--- config.mk ---
export PLATFORM = sky130hd
export DESIGN_NAME = clg_gates
export DESIGN_NICKNAME = d
export VERILOG_FILES = /design/src/common/clg_pkg.sv /design/src/core/clg_gate_cell.sv /design/src/core/clg_gates.sv
export VERILOG_INCLUDE_DIRS = /design/src /design/src/common
export SDC_FILE = /design/constraint.sdc
export NUM_CORES = 1
export LEC_CHECK = 0
export BUFFER_PORTS_ARGS = -buffer_cell sky130_fd_sc_hd__buf_2
export CORE_AREA = 3 3 198 200
export CTS_CLUSTER_DIAMETER = 30
export CTS_CLUSTER_SIZE = 20
export DETAILED_ROUTE_END_ITERATION = 10
export DIE_AREA = 0 0 201 203
export GPL_TIMING_DRIVEN = 0
export PLACE_DENSITY_LB_ADDON = 0.12
export REMOVE_ABC_BUFFERS = 1
export SLEW_MARGIN = 5
export SYNTH_ARGS = -nofsm -noshare
export SYNTH_HDL_FRONTEND = slang
export SYNTH_SLANG_ARGS = --single-unit
--- constraint.sdc ---
create_clock -name core_clk -period 8.74 [get_ports core_clk]
set_input_delay 0.437 -clock core_clk [delete_from_list [all_inputs] [get_ports core_clk]]
set_output_delay 0.437 -clock core_clk [all_outputs]
set_load 0.02 [all_outputs]
--- src/common/clg_regs.svh ---
`ifndef CLG_REGS_SVH
`define CLG_REGS_SVH

`define CLG_CFG_BASE     8'h00
`define CLG_DLY_BASE     8'h10
`define CLG_STAT_ADDR    8'h20
`define CLG_SRC_ADDR     8'h24
`define CLG_ELAP_BASE    8'h30

`define CLG_CFG_FUNC_LSB 0
`define CLG_CFG_INVA_BIT 2
`define CLG_CFG_INVB_BIT 3
`define CLG_CFG_SRCA_LSB 8
`define CLG_CFG_SRCB_LSB 16
`define CLG_CFG_MASK     32'h001F1F0F
`define CLG_DLY_MASK     32'h0000007F

`define CLG_CFG_RESET    32'h00000000
`define CLG_DLY_RESET    32'h00000000

`define CLG_DLY_MAX_S    7'h78
`define CLG_TICK_S       1
`define CLG_CLK_NS       25
`define CLG_TICK_CYCLES  ((`CLG_TICK_S * 1000000000) / `CLG_CLK_NS)

`define CLG_RESP_OKAY    2'h0
`define CLG_RESP_SLVERR  2'h2

`endif

--- src/common/clg_pkg.sv ---
package clg_pkg;

    localparam int GATES  = 4;
    localparam int SRCS   = 32;
    localparam int SEL_W  = 5;
    localparam int DLY_W  = 7;
    localparam int PRES_W = 26;

    typedef enum logic [1:0] {
        CLG_FN_NONE  = 2'h0,
        CLG_FN_AND   = 2'h1,
        CLG_FN_OR    = 2'h2,
        CLG_FN_LATCH = 2'h3
    } clg_func_t;

    typedef struct packed {
        logic [SEL_W-1:0] srcB;
        logic [SEL_W-1:0] srcA;
        logic             invB;
        logic             invA;
        clg_func_t        func;
    } clg_cfg_t;

    typedef struct packed {
        logic             gateOut;
        logic             latchState;
        logic             result;
        logic [DLY_W-1:0] elapsed;
    } clg_stat_t;

endpackage

--- src/core/clg_gate_cell.sv ---
`timescale 1ns/1ps
`include "clg_regs.svh"

module clg_gate_cell #(
    parameter int TICK_CYCLES = `CLG_TICK_CYCLES
) (
    // Clock and reset
    input  wire logic                      core_clk,
    input  wire logic                      rst,
    // Selected sources and settings
    input  wire logic                      srcA,
    input  wire logic                      srcB,
    input  wire clg_pkg::clg_cfg_t         cfg,
    input  wire logic [clg_pkg::DLY_W-1:0] delaySec,
    // State
    output clg_pkg::clg_stat_t             stat
);

    localparam logic [clg_pkg::PRES_W-1:0] TICK_LAST =
        clg_pkg::PRES_W'(TICK_CYCLES - 1);

    logic                      effA;
    logic                      effB;
    logic                      result;
    logic                      latchState;
    logic                      gateOut;
    logic [clg_pkg::DLY_W-1:0] limit;
    logic [clg_pkg::DLY_W-1:0] seconds;
    logic [clg_pkg::PRES_W-1:0] prescale;

    assign effA  = srcA ^ cfg.invA;
    assign effB  = srcB ^ cfg.invB;
    assign limit = (delaySec > `CLG_DLY_MAX_S) ? `CLG_DLY_MAX_S : delaySec;

    always_comb begin
        case (cfg.func)
            clg_pkg::CLG_FN_AND:   result = effA & effB;
            clg_pkg::CLG_FN_OR:    result = effA | effB;
            clg_pkg::CLG_FN_LATCH: begin
                if (effA)
                    result = 1'b1;
                else if (effB)
                    result = 1'b0;
                else
                    result = latchState;
            end
            default:               result = 1'b0;
        endcase
    end

    always_ff @(posedge core_clk) begin
        if (rst)
            latchState <= 1'b0;
        else if (cfg.func == clg_pkg::CLG_FN_LATCH) begin
            if (effA)
                latchState <= 1'b1;
            else if (effB)
                latchState <= 1'b0;
        end
    end

    // Whole seconds since the result became true, counting up to the delay limit and holding there
    always_ff @(posedge core_clk) begin
        if (rst || !result) begin
            prescale <= '0;
            seconds  <= '0;
        end else if (seconds < limit) begin
            if (prescale == TICK_LAST) begin
                prescale <= '0;
                seconds  <= seconds + 1'b1;
            end else begin
                prescale <= prescale + 1'b1;
            end
        end
    end

    always_ff @(posedge core_clk) begin
        if (rst)
            gateOut <= 1'b0;
        else
            gateOut <= result && (seconds >= limit);
    end

    assign stat.gateOut    = gateOut;
    assign stat.latchState = latchState;
    assign stat.result     = result;
    assign stat.elapsed    = seconds;

endmodule

--- src/core/clg_gates.sv ---
`timescale 1ns/1ps
`include "clg_regs.svh"

module clg_gates #(
    parameter int TICK_CYCLES = `CLG_TICK_CYCLES
) (
    // Clock and reset
    input  wire logic                     core_clk,
    input  wire logic                     rst,
    // Digital signal sources
    input  wire logic [clg_pkg::SRCS-1:0] srcBus,
    // Gate outputs
    output logic [clg_pkg::GATES-1:0]     gateOut,
    // AXI4-Lite write address
    input  wire logic [7:0]               s_axi_awaddr,
    input  wire logic                     s_axi_awvalid,
    output logic                          s_axi_awready,
    // AXI4-Lite write data
    input  wire logic [31:0]              s_axi_wdata,
    input  wire logic [3:0]               s_axi_wstrb,
    input  wire logic                     s_axi_wvalid,
    output logic                          s_axi_wready,
    // AXI4-Lite write response
    output logic [1:0]                    s_axi_bresp,
    output logic                          s_axi_bvalid,
    input  wire logic                     s_axi_bready,
    // AXI4-Lite read address
    input  wire logic [7:0]               s_axi_araddr,
    input  wire logic                     s_axi_arvalid,
    output logic                          s_axi_arready,
    // AXI4-Lite read data
    output logic [31:0]                   s_axi_rdata,
    output logic [1:0]                    s_axi_rresp,
    output logic                          s_axi_rvalid,
    input  wire logic                     s_axi_rready
);

    localparam int G = clg_pkg::GATES;

    logic [31:0]        cfgWord [G];
    logic [31:0]        dlyWord [G];
    clg_pkg::clg_cfg_t  cfg     [G];
    clg_pkg::clg_stat_t stat    [G];

    logic [7:0]  wAddr;
    logic [31:0] wData;
    logic [3:0]  wStrb;
    logic        awHeld;
    logic        wHeld;
    logic        writeFire;

    // Source picker, used for both inputs of every gate
    function automatic logic pickSource(input logic [clg_pkg::SRCS-1:0] bus,
                                        input logic [clg_pkg::SEL_W-1:0] sel);
        pickSource = bus[sel];
    endfunction

    function automatic clg_pkg::clg_cfg_t decodeCfg(input logic [31:0] word);
        clg_pkg::clg_cfg_t c;
        c.func = clg_pkg::clg_func_t'(word[`CLG_CFG_FUNC_LSB +: 2]);
        c.invA = word[`CLG_CFG_INVA_BIT];
        c.invB = word[`CLG_CFG_INVB_BIT];
        c.srcA = word[`CLG_CFG_SRCA_LSB +: clg_pkg::SEL_W];
        c.srcB = word[`CLG_CFG_SRCB_LSB +: clg_pkg::SEL_W];
        decodeCfg = c;
    endfunction

    // Byte-lane merge of a write into a stored word
    function automatic logic [31:0] mergeWrite(input logic [31:0] old,
                                               input logic [31:0] data,
                                               input logic [3:0]  strb,
                                               input logic [31:0] mask);
        logic [31:0] merged;
        merged = old;
        for (int i = 0; i < 4; i++) begin
            if (strb[i])
                merged[i*8 +: 8] = data[i*8 +: 8];
        end
        mergeWrite = merged & mask;
    endfunction

    function automatic logic isWritable(input logic [7:0] addr);
        isWritable = (addr[1:0] == 2'h0) &&
                     (addr >= `CLG_CFG_BASE) &&
                     (addr < (`CLG_DLY_BASE + 8'(4 * G)));
    endfunction

    // Gate instances
    genvar g;
    generate
        for (g = 0; g < G; g++) begin : gen_gate
            assign cfg[g] = decodeCfg(cfgWord[g]);

            clg_gate_cell #(
                .TICK_CYCLES (TICK_CYCLES)
            ) u_cell (
                .core_clk (core_clk),
                .rst      (rst),
                .srcA     (pickSource(srcBus, cfg[g].srcA)),
                .srcB     (pickSource(srcBus, cfg[g].srcB)),
                .cfg      (cfg[g]),
                .delaySec (dlyWord[g][clg_pkg::DLY_W-1:0]),
                .stat     (stat[g])
            );

            always_ff @(posedge core_clk) begin
                if (rst)
                    cfgWord[g] <= `CLG_CFG_RESET;
                else if (writeFire && wAddr == (`CLG_CFG_BASE + 8'(4 * g)))
                    cfgWord[g] <= mergeWrite(cfgWord[g], wData, wStrb, `CLG_CFG_MASK);
            end

            always_ff @(posedge core_clk) begin
                if (rst)
                    dlyWord[g] <= `CLG_DLY_RESET;
                else if (writeFire && wAddr == (`CLG_DLY_BASE + 8'(4 * g)))
                    dlyWord[g] <= mergeWrite(dlyWord[g], wData, wStrb, `CLG_DLY_MASK);
            end

            assign gateOut[g] = stat[g].gateOut;
        end
    endgenerate

    // Read-side decode
    function automatic logic [33:0] readWord(input logic [7:0] addr);
        logic [31:0] data;
        logic [1:0]  resp;
        data = 32'h00000000;
        resp = `CLG_RESP_SLVERR;
        if (addr[1:0] == 2'h0) begin
            for (int i = 0; i < G; i++) begin
                if (addr == (`CLG_CFG_BASE + 8'(4 * i))) begin
                    data = cfgWord[i];
                    resp = `CLG_RESP_OKAY;
                end
                if (addr == (`CLG_DLY_BASE + 8'(4 * i))) begin
                    data = dlyWord[i];
                    resp = `CLG_RESP_OKAY;
                end
                if (addr == (`CLG_ELAP_BASE + 8'(4 * i))) begin
                    data[clg_pkg::DLY_W-1:0] = stat[i].elapsed;
                    resp = `CLG_RESP_OKAY;
                end
            end
            if (addr == `CLG_STAT_ADDR) begin
                for (int i = 0; i < G; i++) begin
                    data[i]     = stat[i].gateOut;
                    data[4 + i] = stat[i].latchState;
                    data[8 + i] = stat[i].result;
                end
                resp = `CLG_RESP_OKAY;
            end
            if (addr == `CLG_SRC_ADDR) begin
                data = srcBus;
                resp = `CLG_RESP_OKAY;
            end
        end
        readWord = {resp, data};
    endfunction

    assign writeFire = awHeld && wHeld && !s_axi_bvalid;

    // Write address channel
    always_ff @(posedge core_clk) begin
        if (rst) begin
            s_axi_awready <= 1'b1;
            awHeld        <= 1'b0;
            wAddr         <= 8'h00;
        end else if (s_axi_awvalid && s_axi_awready) begin
            s_axi_awready <= 1'b0;
            awHeld        <= 1'b1;
            wAddr         <= s_axi_awaddr;
        end else if (writeFire) begin
            awHeld        <= 1'b0;
        end else if (s_axi_bvalid && s_axi_bready) begin
            s_axi_awready <= 1'b1;
        end
    end

    // Write data channel
    always_ff @(posedge core_clk) begin
        if (rst) begin
            s_axi_wready <= 1'b1;
            wHeld        <= 1'b0;
            wData        <= 32'h00000000;
            wStrb        <= 4'h0;
        end else if (s_axi_wvalid && s_axi_wready) begin
            s_axi_wready <= 1'b0;
            wHeld        <= 1'b1;
            wData        <= s_axi_wdata;
            wStrb        <= s_axi_wstrb;
        end else if (writeFire) begin
            wHeld        <= 1'b0;
        end else if (s_axi_bvalid && s_axi_bready) begin
            s_axi_wready <= 1'b1;
        end
    end

    // Write response
    always_ff @(posedge core_clk) begin
        if (rst) begin
            s_axi_bvalid <= 1'b0;
            s_axi_bresp  <= `CLG_RESP_OKAY;
        end else if (writeFire) begin
            s_axi_bvalid <= 1'b1;
            s_axi_bresp  <= isWritable(wAddr) ? `CLG_RESP_OKAY : `CLG_RESP_SLVERR;
        end else if (s_axi_bvalid && s_axi_bready) begin
            s_axi_bvalid <= 1'b0;
        end
    end

    // Read channel
    always_ff @(posedge core_clk) begin
        if (rst) begin
            s_axi_arready <= 1'b1;
            s_axi_rvalid  <= 1'b0;
            s_axi_rdata   <= 32'h00000000;
            s_axi_rresp   <= `CLG_RESP_OKAY;
        end else if (s_axi_arvalid && s_axi_arready) begin
            s_axi_arready               <= 1'b0;
            s_axi_rvalid                <= 1'b1;
            {s_axi_rresp, s_axi_rdata}  <= readWord(s_axi_araddr);
        end else if (s_axi_rvalid && s_axi_rready) begin
            s_axi_rvalid  <= 1'b0;
            s_axi_arready <= 1'b1;
        end
    end

endmodule

==> flow_summary.yaml <==
final_layout:
  syn2layout_area_growth_pct: 20.8
  seqCellArea_sq_um: 6710
  antenna_cells: 0
  multi_input_comb_area_sq_um: 9490
  final_nets: 2130
  num-fill-cells: 3489
  layout-drive-gt1-share_pct: 14.5
synthesis:
  synth-edff-count: 84
  syn_inst: 1932
  synth-async-reset-ratio_pct: 0
  synth_cell_types: 75
  yosys-top-cells-area: "dfxtp_1 25%, edfxtp_1 15%, mux2i_1 6.5%, nand2_1 4.6%, xnor2_1 4.4%"
  synth_area_sq_um: 16900
  synth-main-ff-cell: "dfxtp_1"
  syn_area_per_cell_sq_um: 8.74
  synth.largest_area_cell: "dfxtp_1"
  yosys_warnings: 0
  netlist.area_leader.share_pct: 24.8
  ys_ff_latch: 293
  ys_seq_area_share_pct: 39.7
timing:
  slew_headroom_pct: 4.49
  tns_ns: 0
  slew_violations: 0
  fmax_mhz: 268
  min_period_ns: 3.73
  fin_ws_ns: 5.01
  rsz0062_at_grt: "false"
  tightest_slew_ns: 1.42
  hold_viol_final: 0
  final-setup-viol-count: 0
  skew_ns: 0.0308
  period_share_pct: 42.6
worst_setup_path:
  reg2reg_from: "gen_gate[2].u_cell.prescale[2]$_SDFFE_PP0N_"
  end_kind: "flip-flop"
  crit_type: "flip-flop to flip-flop"
  cp_slowest_stage_delay_ns: 0.89
  crit_path_start_kind: "flip-flop"
  cp.required_ns: 9.19
  crit_family: "simple AND/OR/NAND/NOR gates"
  crit_buf_inv: 0
  crit_path_cell_trace: "and2_1, nand2_1, nor4b_1, nand4_1, or4_1, nor2_1, mux2i_1, nor2_1"
  r2r_cells: 8
  critPathLaunch: "gen_gate[2].u_cell.prescale[2]$_SDFFE_PP0N_"
  crit_cells: 8
  r2r_setup_slack_ns: 5.01
  arrival_ns: 4.17
  path_max_fanout: 14
  cp_slowest_cell: "nor2_1"
  cp_common_cell: "nor2_1"
clocking:
  root_buffer: "clkbuf_16"
  cts_sinks: 293
  path_clk_slew_ns: 0.04
  cts.path.max_buffers: 3
  numCtsBuffers: 77
  clk_latency_ns: 0.58
  cts_hold_buf: 0
  clock_tree.htree_level_count: 3
  post_cts_resized: 0
  cts_tree: "built"
  post_cts_buffers: 0
global_route:
  grtUsageMet3_pct: 5.90
  antenna_found_initial: 1
  grt.busiest_layer: "met2"
  grt_max_degree: 68
  grt.met1_usage_pct: 32.7
  use_met2_pct: 36.5
  grt_pass1_wl_microns: 78400
  grt_usage_pct: 24.0
  grt_pass1_vias: 14000
  overflow: 0
route:
  drc: 0
  viasPerCell: 5.66
  wirelength_microns: 49900
  drt_iter0_markers: 1027
  postRouteAntennaNets: 0
  drt_pass1_iterations: 6
  vias: 14600
  post_drt_wl_per_cell_microns: 19.4
status:
  outcome: "completed"
worst_hold_path:
  worstHoldStart: "s_axi_wdata[9]"
  min_delay_path_depth: 3
  holdCritPathClass: "input port to flip-flop"
floorplanning:
  die_h_microns: 203
  std_cell_rows: 71
  coreArea_sq_um: 37600
  fp.dieArea_sq_um: 40800
  die_w_microns: 201
  start_util_pct: 44.9
  pin_count: 136
placed_design:
  gp_congestion: 0.922
  hpwl_microns: 34200
  pre_cts_ws_ns: 4.55
  port_buffers: 117
power:
  vdd_ir_drop_max_mv: 0.157
  powerDensity_nw_per_um2: 225
  power.leakage_nw: 7.45
run:
  maxCapViolations: 0
-- registers in the layout, summed over array words and instances, names as in the netlist --
name	flops
awHeld	1
cfgWord	56
dlyWord	28
gen_gate.u_cell.gateOut	4
gen_gate.u_cell.latchState	4
gen_gate.u_cell.prescale	104
gen_gate.u_cell.seconds	28
s_axi_arready	1
s_axi_awready	1
s_axi_bresp	1
s_axi_bvalid	1
s_axi_rdata	32
s_axi_rresp	1
s_axi_rvalid	1
s_axi_wready	1
wAddr	8
wData	17
wHeld	1
wStrb	3
-- worst min-delay path, stage by stage --
cell,delay (ns)
buf_2,0.09
nand2_1,0.04
a21oi_1,0.05
-- synthesized netlist by cell type (45+ instances only) --
library cell and number:
dfxtp_1 209, nand2_1 209, nor2_1 160, mux2i_1 109, a21oi_1 108, clkbuf_1 104
nand3_1 103, and2_1 100, nor3_1 94, edfxtp_1 84, xnor2_1 84, inv_1 55
nand4_1 45
-- worst paths after layout --
check | endpoint
hold reg to reg | s_axi_rdata[13]$_SDFFE_PP0P_
setup reg to reg | gen_gate[2].u_cell.seconds[1]$_SDFFE_PP0P_
setup / recovery | gen_gate[2].u_cell.seconds[1]$_SDFFE_PP0P_
hold / removal | wData[9]$_SDFFE_PP0P_
-- per-stage QoR --
step	instances	util, %	hold slack (ns)	cell area [sq um]	power (mW)
4_1_cts	2574	54.3	0.0842	20400	4.64
5_1_grt	2574	54.3	0.0936	20400	4.74
6_report	2574	54.3	0.105	20400	4.60
3_3_place_gp	2426	46.6	0.438	17500	1.75
3_5_place_dp	2435	47.2	0.442	17700	1.76
2_1_floorplan	1798	-	0.425	16300	1.63
-- power by group --
part / switching [mW] / internal (mW) / total [mW]
clock network: 0.814 / 2.04 / 2.85
registers: 0.0455 / 1.43 / 1.48
logic: 0.170 / 0.0958 / 0.266
total: 1.03 / 3.57 / 4.60
-- routing by layer --
layer / wire, microns / vias to the layer above / share of wire (%)
li1: - / 7064 / -
met1: 22500 / 6859 / 45
met2: 21800 / 518 / 44
met3: 3690 / 129 / 7.4
met4: 1900 / 2 / 3.8
met5: 13 / - / 0.026
-- cell type report --
type / instances / share of cell area, %
Multi-Input combinational cell: 1449 / 46.6
Timing Repair Buffer: 126 / 3.37
Sequential cell: 293 / 32.9
Clock inverter: 36 / 2.20
Tap cell: 511 / 3.13
Clock buffer: 103 / 10.8
Inverter: 56 / 1.03
-- cell usage in the layout (no fill, tap or decap), drive strengths merged, types with 8 or more instances in the layout --
master  Yosys  layout
a21oi     108     108
or3         9       9
dfxtp     209     209
buf        28     126
xor2       42      42
bufinv      0      10
a22oi      40      40
nand2     209     209
o21ai      31      31
a22o        8       8
mux4       18      18
nor3       95      95
nor4       31      31
nor2b      29      29
a211oi     10      10
and2      102     102
mux2i     109     109
o211ai      8       8
nand2b     12      12
inv        55      56
nand4      45      45
xnor2      84      84
nand3     103     103
clkinv      1      20
ha         36      36
and3       33      33
clkbuf    107     103
nor2      170     170
edfxtp     84      84
-- cell families (layout without fill, tap and decap cells) --
| kind of cell | count (synthesis) | count (layout) | synth area share [%] |
|---|---|---|---|
| mux | 133 | 133 | 9.35 |
| compound gates | 277 | 277 | 10.6 |
| other cells | 1 | 2 | 0.0222 |
| xor+xnor | 126 | 126 | 6.54 |
| fa+ha+maj | 36 | 36 | 2.67 |
| simple gates | 875 | 875 | 26.4 |
| flops | 293 | 293 | 39.7 |
| buf+inv | 191 | 321 | 4.71 |
(Power assumes the default switching activity.)
